<file path="src/logic/pmx_defines.svh">
`ifndef PMX_DEFINES_SVH
`define PMX_DEFINES_SVH
// register indices on the plain port and the management frame
`define PMX_REG_CTRL 5'h00
`define PMX_REG_STAT 5'h01
`define PMX_REG_STRAP 5'h10
// basic control fields
`define PMX_CTRL_DUPLEX 8
`define PMX_CTRL_ISOLATE 10
`define PMX_CTRL_SPEED 13
`define PMX_CTRL_RESET 16'h3100
// basic status fields
`define PMX_STAT_LINK 2
`define PMX_STAT_PRE_SUP 6
// management frame
`define PMX_PHY_ADDR_DEF 5'h01
`define PMX_BCAST_ADDR 5'h00
`define PMX_PREAMBLE_BITS 6'h20
`define PMX_OP_READ 2'h2
`define PMX_OP_WRITE 2'h1
`define PMX_TA_WRITE 2'h2
// 5b code groups
`define PMX_CG_IDLE 5'h1F
`define PMX_CG_J 5'h18
`define PMX_CG_K 5'h11
`define PMX_BAD_SSD_NIB 4'hE
`define PMX_IDLES_END 2'h2
// timing
`define PMX_CLK_KHZ 100000
`define PMX_MII100_KHZ 25000
`define PMX_MII10_KHZ 2500
`define PMX_HALF100 (`PMX_CLK_KHZ / (2 * `PMX_MII100_KHZ))
`define PMX_HALF10 (`PMX_CLK_KHZ / (2 * `PMX_MII10_KHZ))
`define PMX_HB_NS 1000
`define PMX_HB_CYC (`PMX_HB_NS * `PMX_CLK_KHZ / 1000000)
`define PMX_LINK_MS 500
`define PMX_LINK_CYC (`PMX_LINK_MS * `PMX_CLK_KHZ)
`endif

</file>
<file path="src/logic/pmx_pkg.sv">
package pmx_pkg;
    // management frame position
    typedef enum logic [2:0] {
        MF_WAIT, MF_START, MF_OP, MF_PHY, MF_REG, MF_TA, MF_DATA
    } pmx_mf_t;
    // 100 Mb/s receive stream position
    typedef enum logic [1:0] {
        RX_IDLE, RX_JK, RX_DATA, RX_BAD
    } pmx_rx_t;
endpackage : pmx_pkg

</file>
<file path="src/logic/pmx_phy.sv">
// Implementation choices: the placing of the registers and the plain strobed port.
`timescale 1ns/1ps
`default_nettype none
`include "pmx_defines.svh"
module pmx_phy
    import pmx_pkg::*;
#(
    parameter int LINK_CYC = `PMX_LINK_CYC
) (
    // clock and reset
    input wire logic mclk,
    input wire logic rst_n,
    // register port
    input wire logic [4:0] reg_addr,
    input wire logic [15:0] reg_wdata,
    input wire logic reg_wr,
    input wire logic reg_rd,
    output logic [15:0] reg_rdata,
    // management pins
    input wire logic mdc,
    input wire logic mdio_in,
    output logic mdio_out,
    output logic mdio_oe,
    // address straps
    input wire logic [4:0] phy_addr_strap,
    // line side inputs
    input wire logic sig_det,
    input wire logic cg_valid,
    input wire logic [4:0] cg,
    input wire logic [3:0] cg_nib,
    input wire logic rx10_active,
    input wire logic [3:0] rx10_nib,
    input wire logic link10_ok,
    input wire logic link1000_ok,
    // mii transmit from the mac
    input wire logic tx_en,
    input wire logic [3:0] txd,
    input wire logic tx_er,
    // mii toward the mac
    output logic tx_clk,
    output logic rx_clk,
    output logic [3:0] rxd,
    output logic rx_dv,
    output logic rx_er,
    output logic crs,
    output logic col,
    output logic mii_oe,
    // line side transmit
    output logic line_tx_en,
    output logic [3:0] line_txd,
    output logic line_tx_er,
    // indicators
    output logic link_10m_indicator,
    output logic link_100m_indicator,
    output logic link_1000m_indicator,
    output logic traffic_indicator,
    output logic full_duplex_indicator
);
    logic [15:0] basic_control_register;
    logic [4:0] strap_capture_register;
    logic strap_pend;
    logic link_up;
    logic isolate, full_dup, spd100;
    assign isolate = basic_control_register[`PMX_CTRL_ISOLATE];
    assign full_dup = basic_control_register[`PMX_CTRL_DUPLEX];
    assign spd100 = basic_control_register[`PMX_CTRL_SPEED];

    // strap caught one clock after release
    always_ff @(posedge mclk or negedge rst_n) begin
        if (!rst_n) begin
            strap_capture_register <= `PMX_PHY_ADDR_DEF;
            strap_pend <= 1'b1;
        end else if (strap_pend) begin
            strap_capture_register <= phy_addr_strap;
            strap_pend <= 1'b0;
        end
    end

    // three-flop filter: level moves once 2 and 3 agree
    logic [2:0] mdc_s, mdi_s;
    logic mdc_f, mdc_fd, mdi_f;
    always_ff @(posedge mclk or negedge rst_n) begin
        if (!rst_n) begin
            mdc_s <= 3'h0;
            mdi_s <= 3'h7;
            mdc_f <= 1'b0;
            mdc_fd <= 1'b0;
            mdi_f <= 1'b1;
        end else begin
            mdc_s <= {mdc_s[1:0], mdc};
            mdi_s <= {mdi_s[1:0], mdio_in};
            if (mdc_s[1] == mdc_s[2])
                mdc_f <= mdc_s[2];
            if (mdi_s[1] == mdi_s[2])
                mdi_f <= mdi_s[2];
            mdc_fd <= mdc_f;
        end
    end
    logic mdc_rise;
    assign mdc_rise = mdc_f & ~mdc_fd;

    // frame engine moves only on mdc edges,
    // so a paused mdc is harmless
    pmx_mf_t mf;
    logic synced;
    logic [5:0] ones;
    logic [3:0] bcnt;
    logic [1:0] op;
    logic [4:0] phy, rga;
    logic [15:0] sh;
    logic mf_wr;
    logic [4:0] mf_wa;
    logic [15:0] mf_wd;
    logic hit, bcast;
    assign hit = (phy == strap_capture_register);
    assign bcast = (phy == `PMX_BCAST_ADDR);
    always_ff @(posedge mclk or negedge rst_n) begin
        if (!rst_n) begin
            mf <= MF_WAIT;
            synced <= 1'b0;
            ones <= 6'h00;
            bcnt <= 4'h0;
            op <= 2'h0;
            phy <= 5'h00;
            rga <= 5'h00;
            sh <= 16'h0000;
            mf_wr <= 1'b0;
            mf_wa <= 5'h00;
            mf_wd <= 16'h0000;
            mdio_out <= 1'b0;
            mdio_oe <= 1'b0;
        end else begin
            mf_wr <= 1'b0;
            if (mdc_rise) begin
                case (mf)
                    MF_WAIT: begin
                        mdio_oe <= 1'b0;
                        if (mdi_f) begin
                            // counting ones doubles as the idle bit
                            if (ones != `PMX_PREAMBLE_BITS)
                                ones <= ones + 6'h01;
                            else
                                synced <= 1'b1;
                        end else if (synced
                                || ones == `PMX_PREAMBLE_BITS) begin
                            synced <= 1'b1;
                            mf <= MF_START;
                        end else begin
                            ones <= 6'h00;
                        end
                    end
                    MF_START: begin
                        if (mdi_f) begin
                            mf <= MF_OP;
                            bcnt <= 4'h0;
                        end else begin
                            synced <= 1'b0;
                            ones <= 6'h00;
                            mf <= MF_WAIT;
                        end
                    end
                    MF_OP: begin
                        op <= {op[0], mdi_f};
                        bcnt <= bcnt + 4'h1;
                        if (bcnt == 4'h1) begin
                            bcnt <= 4'h0;
                            if ({op[0], mdi_f} == `PMX_OP_READ
                                    || {op[0], mdi_f}
                                    == `PMX_OP_WRITE) begin
                                mf <= MF_PHY;
                            end else begin
                                synced <= 1'b0;
                                ones <= 6'h00;
                                mf <= MF_WAIT;
                            end
                        end
                    end
                    MF_PHY: begin
                        phy <= {phy[3:0], mdi_f};
                        bcnt <= bcnt + 4'h1;
                        if (bcnt == 4'h4) begin
                            bcnt <= 4'h0;
                            mf <= MF_REG;
                        end
                    end
                    MF_REG: begin
                        rga <= {rga[3:0], mdi_f};
                        bcnt <= bcnt + 4'h1;
                        if (bcnt == 4'h4) begin
                            bcnt <= 4'h0;
                            mf <= MF_TA;
                            sh <= reg_view({rga[3:0], mdi_f});
                        end
                    end
                    MF_TA: begin
                        bcnt <= bcnt + 4'h1;
                        if (op == `PMX_OP_READ) begin
                            // first bit floats, then drive zero
                            mdio_oe <= hit;
                            mdio_out <= 1'b0;
                            if (bcnt == 4'h1) begin
                                bcnt <= 4'h0;
                                mf <= MF_DATA;
                                mdio_out <= sh[15];
                                sh <= {sh[14:0], 1'b0};
                            end
                        end else if (bcnt == 4'h0) begin
                            if (!mdi_f) begin
                                synced <= 1'b0;
                                ones <= 6'h00;
                                mf <= MF_WAIT;
                            end
                        end else if (mdi_f) begin
                            synced <= 1'b0;
                            ones <= 6'h00;
                            mf <= MF_WAIT;
                        end else begin
                            bcnt <= 4'h0;
                            mf <= MF_DATA;
                        end
                    end
                    MF_DATA: begin
                        bcnt <= bcnt + 4'h1;
                        if (op == `PMX_OP_READ) begin
                            mdio_out <= sh[15];
                            sh <= {sh[14:0], 1'b0};
                        end else begin
                            sh <= {sh[14:0], mdi_f};
                        end
                        if (bcnt == 4'hF) begin
                            mdio_oe <= 1'b0;
                            ones <= 6'h00;
                            mf <= MF_WAIT;
                            mf_wa <= rga;
                            mf_wd <= {sh[14:0], mdi_f};
                            mf_wr <= (op == `PMX_OP_WRITE)
                                && (hit || bcast);
                        end
                    end
                    default: mf <= MF_WAIT;
                endcase
            end
        end
    end

    // register view shared by both access paths
    function automatic logic [15:0] reg_view(input logic [4:0] a);
        logic [15:0] v;
        v = 16'h0000;
        case (a)
            `PMX_REG_CTRL: v = basic_control_register;
            `PMX_REG_STAT: begin
                v[`PMX_STAT_PRE_SUP] = 1'b1;
                v[`PMX_STAT_LINK] = link_up;
            end
            `PMX_REG_STRAP: v[4:0] = strap_capture_register;
            default: v = 16'h0000;
        endcase
        return v;
    endfunction : reg_view

    // control; a frame write wins over the port
    always_ff @(posedge mclk or negedge rst_n) begin
        if (!rst_n)
            basic_control_register <= `PMX_CTRL_RESET;
        else if (mf_wr && mf_wa == `PMX_REG_CTRL)
            basic_control_register <= mf_wd;
        else if (reg_wr && reg_addr == `PMX_REG_CTRL)
            basic_control_register <= reg_wdata;
    end

    // read data stands one cycle after the strobe
    always_ff @(posedge mclk or negedge rst_n) begin
        if (!rst_n)
            reg_rdata <= 16'h0000;
        else if (reg_rd)
            reg_rdata <= reg_view(reg_addr);
        else
            reg_rdata <= 16'h0000;
    end

    // link monitor; long count is a parameter to shorten in sims
    logic [31:0] link_cnt;
    always_ff @(posedge mclk or negedge rst_n) begin
        if (!rst_n) begin
            link_cnt <= 32'h0;
            link_up <= 1'b0;
        end else if (!sig_det) begin
            link_cnt <= 32'h0;
            link_up <= 1'b0;
        end else if (link_cnt < 32'(LINK_CYC - 1)) begin
            link_cnt <= link_cnt + 32'h1;
        end else begin
            link_up <= 1'b1;
        end
    end

    // mii clock divider; mii_clk toggles every half period
    logic [4:0] div;
    logic [4:0] half;
    logic mii_clk;
    assign half = spd100 ? 5'(`PMX_HALF100) : 5'(`PMX_HALF10);
    always_ff @(posedge mclk or negedge rst_n) begin
        if (!rst_n) begin
            div <= 5'h00;
            mii_clk <= 1'b0;
        end else if (div >= half - 5'h01) begin
            div <= 5'h00;
            mii_clk <= ~mii_clk;
        end else begin
            div <= div + 5'h01;
        end
    end

    // 100 Mb/s receive stream; coding only runs with link up
    pmx_rx_t rx;
    logic [1:0] idles;
    logic rx_act100, bad_now;
    logic [3:0] nib100;
    always_ff @(posedge mclk or negedge rst_n) begin
        if (!rst_n) begin
            rx <= RX_IDLE;
            idles <= 2'h0;
            rx_act100 <= 1'b0;
            bad_now <= 1'b0;
            nib100 <= 4'h0;
        end else if (!link_up || !spd100) begin
            rx <= RX_IDLE;
            idles <= 2'h0;
            rx_act100 <= 1'b0;
            bad_now <= 1'b0;
        end else if (cg_valid) begin
            if (cg == `PMX_CG_IDLE) begin
                if (idles != `PMX_IDLES_END)
                    idles <= idles + 2'h1;
            end else begin
                idles <= 2'h0;
            end
            case (rx)
                RX_IDLE: begin
                    if (cg == `PMX_CG_J && idles == `PMX_IDLES_END) begin
                        rx <= RX_JK;
                    end else if (cg != `PMX_CG_IDLE
                            && idles == `PMX_IDLES_END) begin
                        rx <= RX_BAD;
                        rx_act100 <= 1'b1;
                        bad_now <= 1'b1;
                    end
                end
                RX_JK: begin
                    rx_act100 <= 1'b1;
                    if (cg == `PMX_CG_K) begin
                        rx <= RX_DATA;
                        nib100 <= 4'h5;
                    end else begin
                        rx <= RX_BAD;
                        bad_now <= 1'b1;
                    end
                end
                RX_DATA: begin
                    nib100 <= cg_nib;
                    if (cg == `PMX_CG_IDLE && idles != 2'h0) begin
                        rx <= RX_IDLE;
                        rx_act100 <= 1'b0;
                    end
                end
                RX_BAD: begin
                    if (cg == `PMX_CG_IDLE && idles != 2'h0) begin
                        rx <= RX_IDLE;
                        rx_act100 <= 1'b0;
                        bad_now <= 1'b0;
                    end
                end
                default: rx <= RX_IDLE;
            endcase
        end
    end

    // transmit is ignored while isolated
    logic tx_on, tx_on_d, rx_on;
    assign tx_on = tx_en & ~isolate;
    assign rx_on = spd100 ? rx_act100 : rx10_active;

    // heartbeat after each 10 Mb/s transmission
    logic [7:0] hb_cnt;
    always_ff @(posedge mclk or negedge rst_n) begin
        if (!rst_n) begin
            tx_on_d <= 1'b0;
            hb_cnt <= 8'h00;
        end else begin
            tx_on_d <= tx_on;
            if (tx_on_d && !tx_on && !spd100)
                hb_cnt <= 8'(`PMX_HB_CYC);
            else if (hb_cnt != 8'h00)
                hb_cnt <= hb_cnt - 8'h01;
        end
    end

    // mii outputs, floated in isolate
    always_ff @(posedge mclk or negedge rst_n) begin
        if (!rst_n) begin
            tx_clk <= 1'b0;
            rx_clk <= 1'b0;
            rxd <= 4'h0;
            rx_dv <= 1'b0;
            rx_er <= 1'b0;
            crs <= 1'b0;
            col <= 1'b0;
            mii_oe <= 1'b0;
        end else begin
            mii_oe <= ~isolate;
            tx_clk <= mii_clk;
            rx_clk <= mii_clk;
            rx_er <= spd100 & bad_now;
            rx_dv <= spd100 ? (rx == RX_DATA) : rx10_active;
            if (spd100 && bad_now)
                rxd <= `PMX_BAD_SSD_NIB;
            else
                rxd <= spd100 ? nib100 : rx10_nib;
            // full duplex ignores own transmit except for the 10 Mb/s heartbeat on col
            crs <= rx_on | (tx_on & ~full_dup);
            col <= (~full_dup & rx_on & tx_on)
                | (hb_cnt != 8'h00);
        end
    end

    // line side transmit path
    always_ff @(posedge mclk or negedge rst_n) begin
        if (!rst_n) begin
            line_tx_en <= 1'b0;
            line_txd <= 4'h0;
            line_tx_er <= 1'b0;
        end else begin
            line_tx_en <= tx_on;
            line_txd <= isolate ? 4'h0 : txd;
            line_tx_er <= tx_er & ~isolate;
        end
    end

    // status indicators
    always_ff @(posedge mclk or negedge rst_n) begin
        if (!rst_n) begin
            link_10m_indicator <= 1'b0;
            link_100m_indicator <= 1'b0;
            link_1000m_indicator <= 1'b0;
            traffic_indicator <= 1'b0;
            full_duplex_indicator <= 1'b0;
        end else begin
            link_10m_indicator <= ~spd100 & link10_ok;
            link_100m_indicator <= spd100 & link_up;
            link_1000m_indicator <= link1000_ok;
            traffic_indicator <= rx_on | tx_on | bad_now;
            full_duplex_indicator <= full_dup;
        end
    end
endmodule : pmx_phy
`default_nettype wire

</file>
<file path="config.mk">
export PLATFORM = sky130hd
export DESIGN_NAME = pmx_phy
export DESIGN_NICKNAME = d
export VERILOG_FILES = /design/src/logic/pmx_pkg.sv /design/src/logic/pmx_phy.sv
export VERILOG_INCLUDE_DIRS = /design/src /design/src/logic
export SDC_FILE = /design/constraint.sdc
export NUM_CORES = 1
export LEC_CHECK = 0
export ABC_AREA = 1
export BUFFER_PORTS_ARGS = -buffer_cell sky130_fd_sc_hd__buf_2
export CORE_MARGIN = 2
export CORE_UTILIZATION = 40
export DETAILED_ROUTE_END_ITERATION = 6
export PLACE_DENSITY = 0.63
export SYNTH_ARGS = -nofsm -noshare
export SYNTH_HDL_FRONTEND = slang
export SYNTH_SLANG_ARGS = --single-unit
export TNS_END_PERCENT = 50
</file>
<file path="constraint.sdc">
create_clock -name mclk -period 2.7 [get_ports mclk]
set_clock_uncertainty 0.2 [all_clocks]
set_input_delay 0.27 -clock mclk [delete_from_list [all_inputs] [get_ports mclk]]
set_output_delay 0.27 -clock mclk [all_outputs]
set_load 0.01 [all_outputs]
</file>
### Yosys cells after proc, flatten, opt, wreduce, memory -nomap -nowiden

Index checks and enable logic that the tools add are counted.

* register bits: 191
* memory bits (writable): 0
* output and inout bits: 40
* ROM bits: 0
* memories: 0
* input bits: 56
* bits in latches: 0

* bitwise gates (word level): 19
* multipliers: 0
* divide/modulo/power cells: 0
* add/subtract/negate cells: 7
* equal/unequal tests: 60
* shift operators: 0
* multiplexer cells: 108
* reduce and logical (&&, ||, !) cells: 54
* magnitude comparators: 2

Operator list (number)
* two-way mux 16 bit: 6
* two-way mux 32 bit: 2
* two-way mux 6 bit: 10
* one-hot mux 16 bit (3 select lines): 1
* two-way mux 4 bit: 10
* two-way mux 1 bit: 33
* two-way mux 3 bit: 11
* adder 32 x 1 -> 32 bit (second input constant): 1
* less-than comparator 32 x 26 -> 1 bit (second input constant): 1
* != test 2 bit (second input constant): 15
* != test 3 bit (second input constant): 10
* one-hot mux 6 bit (5 select lines): 1
* == test 5 bit (second input constant): 5
* two-way mux 2 bit: 11
* one-hot mux 3 bit (7 select lines): 1
* zero test 5 bit: 4
* one-hot mux 4 bit (5 select lines): 1
* two-way mux 9 bit: 2
* AND reduction 9 bit: 2
* two-way mux 8 bit: 2
* one-hot mux 2 bit (2 select lines): 4
* AND reduction 4 bit: 4
* one-hot mux 1 bit (3 select lines): 5
* nonzero test 2 bit: 6
* other kinds (49): 102

### Depth between registers and ports, before layout

* depth after elaboration: 7
* depth in mapped cells: 11

### Worst setup path before layout

No wires, ideal clock.

* path type: register -> register
* start point: reg link_cnt[0]
* end point: reg link_cnt[25]
* setup slack: 813 ps
* arrival: 1570 ps
* buffers on the path: 1
* library setup time: 117 ps
* cell stages (with the launch flop): 12
* period minus slack after synthesis: 1887 ps
* cells stage by stage: dfrtp_1 -> ha_1 -> nand3_4 -> nor2_4 -> nand2_2 -> nand2_2 -> nand3_4 -> nand2_8 -> nand2_4 -> buf_6 -> nand2_1 -> nand2_1

* cells in the longest elaborated chain, start to end: 3
* elaborated cells on any way between the ends: 5
* those cells by class: add/sub (1); order compare (1); eq/ne (1); mux (2)

Ends and longest elaborated chain
* start, declared: line pmx_phy.sv:283 `logic [31:0] link_cnt;`
* start signal, assigned: line pmx_phy.sv:292 `link_cnt <= link_cnt + 32'h1;`
* adder 32 x 1 -> 32 bit: line pmx_phy.sv:292
* two-way mux 32 bit: line pmx_phy.sv:291 `end else if (link_cnt < 32'(LINK_CYC - 1)) begin`
* two-way mux 32 bit: line pmx_phy.sv:288 `end else if (!sig_det) begin`

Parallel ways exist; a longest one is shown, timed or not. The select of a mux whose other input is x is not followed.
A chain may end at the register's enable or synchronous reset.

### Final worst setup path

* start point: reg link_cnt[0]
* end point: reg link_cnt[24]

Same word-level chain as after synthesis.

==> impl_metrics.sql <==
INSERT INTO impl_metrics (metric_group, metric, value, unit) VALUES
('clock_tree', 'clock_pin_slew_reported_for_the_worst_setup_and_hold_paths_after_clock_tree_synthesis', '0.08', 'ns'),
('timing', 'tightest_slew', '0.7372', 'ns'),
('timing', 'final_period_minus_worst_setup_slack', '2.250', 'ns'),
('logic_synthesis', 'mappedNetlistNets', '1337', ''),
('routing', 'route.detailed.drc', '0', ''),
('logic_synthesis', 'syn_inst', '1264', ''),
('setup_path', 'timing.critical_path.slowest_stage_cell', 'sky130_fd_sc_hd__dfrtp_1', ''),
('routing', 'detailroute.via_count', '8364', ''),
('setup_path', 'cp-startpoint', 'link_cnt[0]$_DFFE_PN0P_', ''),
('worst_hold_path', 'min-delay-start', 'reg_wdata[8]', ''),
('finish', 'area_growth_syn_to_layout', '18.57', '%'),
('grt', 'grt.total_usage', '0.1858', ''),
('clock_tree', 'numCtsBuffers', '17', ''),
('placement', 'dp.final_hpwl', '16510', 'um'),
('logic_synthesis', 'synthTopCellsByArea', 'sky130_fd_sc_hd__dfrtp_1 47%, sky130_fd_sc_hd__nand2_1 14%, sky130_fd_sc_hd__inv_1 5.7%', ''),
('floorplan', 'die_height', '160.2', 'um'),
('power', 'ir_worst_vdd', '0.4045', 'mV'),
('clock_tree', 'cts-root-buf', 'sky130_fd_sc_hd__clkbuf_16', ''),
('power', 'cellLeakagePower', '5.704', 'nW'),
('setup_path', 'timing.reg2reg.setup_slack', '0.45', 'ns'),
('timing', 'relSlewSlack', '0.5080', ''),
('logic_synthesis', 'synthesized_flop_and_latch_total', '191', ''),
('placement', 'port_buffers', '95', ''),
('grt', 'total_congestion_overflow_after_global_routing', '0', ''),
('floorplan', 'initial_utilization', '0.4047', ''),
('timing', 'layout_worst_path_cycle_share', '0.8335', ''),
('logic_synthesis', 'syn-cell-area', '0.009756', 'mm^2'),
('clock_tree', 'clock_tree.buffer_depth', '2', ''),
('grt', 'number_of_antenna_violations_at_the_first_check_in_global_routing', '0', ''),
('timing', 'final-max-slew-violation-count', '0', ''),
('clock_tree', 'htree_levels', '4', ''),
('logic_synthesis', 'synth_ff_type', 'sky130_fd_sc_hd__dfrtp_1', ''),
('logic_synthesis', 'synth_top_area_share', '0.4668', ''),
('clock_tree', 'worst_skew_pair.late_latency', '0.44', 'ns'),
('setup_path', 'crit_buf_inv', '0', ''),
('routing', 'avgViaCountPerCell', '4.826', ''),
('finish', 'finalNonFillerCells', '1733', ''),
('timing', 'finalSetupTns', '0', 'ns'),
('finish', 'antenna_cells_inserted', '0', ''),
('floorplan', 'die_area', '0.02565', 'mm^2'),
('grt', 'grt_start_max_net_pins', '66', ''),
('setup_path', 'worst_ep_required_time', '2.81', 'ns'),
('routing', 'detail_route.wl_per_cell', '13.30', 'um'),
('finish', 'final_layout_net_count', '1469', ''),
('routing', 'drtPass1Iterations', '5', ''),
('setup_path', 'timing.critical_path.slowest_cell_delay', '0.43', 'ns'),
('placement', 'place_congestion', '0.8592', ''),
('floorplan', 'io-pin-count', '96', ''),
('grt', 'global_route_wire_length_before_repair', '39070', 'um'),
('outcome', 'run_status', 'finished, final reports clean', ''),
('logic_synthesis', 'synth_enable_flop_cells', '0', ''),
('logic_synthesis', 'synth_cell_types', '47', ''),
('floorplan', 'die_w', '160.2', 'um'),
('logic_synthesis', 'synth_async_sr_flop_share', '1.000', ''),
('setup_path', 'worst_ep_arrival_time', '2.36', 'ns'),
('logic_synthesis', 'synthTopCellsByCount', '368 x sky130_fd_sc_hd__nand2_1, 182 x sky130_fd_sc_hd__dfrtp_1, 149 x sky130_fd_sc_hd__inv_1, 147 x sky130_fd_sc_hd__nor2_1, 97 x sky130_fd_sc_hd__o21ai_0', ''),
('timing', 'report.final.setup_viol', '0', ''),
('timing', 'rsz0062_at_grt', 'no', ''),
('logic_synthesis', 'synth.avg_cell_area', '7.718', 'um^2'),
('logic_synthesis', 'synth_seq_area_share', '0.4911', ''),
('timing', 'fmaxAchievable', '444.4', 'MHz'),
('setup_path', 'regToRegStartpoint', 'link_cnt[0]$_DFFE_PN0P_', ''),
('floorplan', 'rows', '57', ''),
('routing', 'drtIter0Drc', '544', ''),
('grt', 'via_count_of_the_first_global_routing_pass', '8032', ''),
('timing', 'finalHoldViolCount', '0', ''),
('placement', 'placed_cells_incl_taps', '1662', ''),
('clock_tree', 'cts.sink_count', '191', ''),
('setup_path', 'timing.critical_path.fanout_max', '28', ''),
('setup_path', 'crit_path_end_kind', 'flop', ''),
('routing', 'routed_wl', '23050', 'um');
[cells in the final DEF, fill, tap and decap left out, types with 3 or more instances in the layout]
master / count
sky130_fd_sc_hd__dfrtp_1: 182
sky130_fd_sc_hd__nor3_1: 22
sky130_fd_sc_hd__o21ai_0: 97
sky130_fd_sc_hd__dlygate4sd3_1: 39
sky130_fd_sc_hd__buf_2: 94
sky130_fd_sc_hd__xor2_1: 14
sky130_fd_sc_hd__o21ai_1: 8
sky130_fd_sc_hd__nand4_1: 22
sky130_fd_sc_hd__nand2_1: 368
sky130_fd_sc_hd__o22a_1: 3
sky130_fd_sc_hd__o211ai_1: 5
sky130_fd_sc_hd__clkbuf_16: 17
sky130_fd_sc_hd__a31oi_1: 4
sky130_fd_sc_hd__nor2_2: 5
sky130_fd_sc_hd__clkinv_8: 3
sky130_fd_sc_hd__buf_4: 10
sky130_fd_sc_hd__ha_1: 17
sky130_fd_sc_hd__inv_1: 149
sky130_fd_sc_hd__o22ai_1: 3
sky130_fd_sc_hd__nor2_1: 147
sky130_fd_sc_hd__nor2_4: 5
sky130_fd_sc_hd__inv_2: 8
sky130_fd_sc_hd__nor3b_1: 3
sky130_fd_sc_hd__a21oi_1: 31
sky130_fd_sc_hd__dfstp_2: 9
sky130_fd_sc_hd__inv_6: 6
sky130_fd_sc_hd__xnor2_1: 6
sky130_fd_sc_hd__nand3_1: 93
sky130_fd_sc_hd__nand2_2: 7
[power by group]
group,total (mW),internal [mW],switching [mW]
Sequential,3.27,3.11,0.167
Combinational,0.905,0.357,0.548
Clock,2.58,1.35,1.22
Total,6.76,4.82,1.94
[what timing repair did]
action / in CTS / in global routing
hold buffers: 39 / 0
endpoints found under the hold margin: 98 / 0
gates resized for setup: 0 / 0
buffers inserted: 0 / 0
[registers in the layout, indices dropped and copies added (netlist names), 6 cells and up]
signal                  flops
link_cnt                   32
hb_cnt                      8
mf_wd                      16
ones                        6
sh                         16
basic_control_register     16
reg_rdata                  16
[per-stage QoR]
step | area, um^2 | setup WS [ns] | power [mW] | utilization | hold slack [ns]
global placement | 10570 | 0.5140 | 4.190 | 0.4385 | 0.1166
detailed placement | 10570 | 0.4847 | 4.205 | 0.4385 | 0.1154
global route | 11570 | 0.2514 | 7.116 | 0.4799 | 0.05589
floorplan | 9756 | 0.8129 | 3.850 | - | -0.2256
CTS | 11570 | 0.4536 | 6.841 | 0.4799 | 0.009150
finish | 11570 | 0.4497 | 6.755 | 0.4799 | 0.01463
[layout make-up]
type                    count  area [um^2]
well taps                 324        405.4
flip-flops and latches    191         4791
multi-input cells         882         4183
repair buffers            146        989.7
inverters                 158        593.1
clock buffers              19        442.9
clock inverters            13        162.7
fillers                  2382        12540
[per-layer routing]
layer,GRT usage,share of wire,up-vias
met5,0,0,-
met4,0.05242,0.014,0
met3,0.03013,0.033,24
met2,0.3018,0.46,161
met1,0.2585,0.49,3907
li1,-,-,4272
[cell families (layout without fill, tap and decap cells)]
group,after synthesis,in the layout,synth area share
buf+inv,191,336,0.08016
other cells,1,1,0.0003844
simple gates,687,687,0.3026
xor+xnor,20,20,0.01796
fa+ha+maj,19,19,0.02386
flops,191,191,0.4911
compound gates,155,155,0.08401
[path summary, 6_finish.rpt]
check	endpoint	depth (start not counted)
setup / recovery	link_cnt[24]$_DFFE_PN0P_	10
hold / removal	basic_control_register[8]$_DFFE_PN1P_	5
setup reg to reg	link_cnt[24]$_DFFE_PN0P_	10
hold reg to reg	mdc_s[1]$_DFF_PN0_	0
max in group asynchronous	strap_pend$_DFF_PN1_	3
min in group asynchronous	mf_wd[7]$_DFFE_PN0P_	2
[tightest hold or removal path, cell delays in order]
cell and delay (ns):
sky130_fd_sc_hd__buf_2 0.08, sky130_fd_sc_hd__nand2_1 0.04, sky130_fd_sc_hd__o21ai_0 0.10, sky130_fd_sc_hd__nand2_1 0.06, sky130_fd_sc_hd__o21ai_0 0.07
No activity file was read; power rests on OpenSTA's default activity.
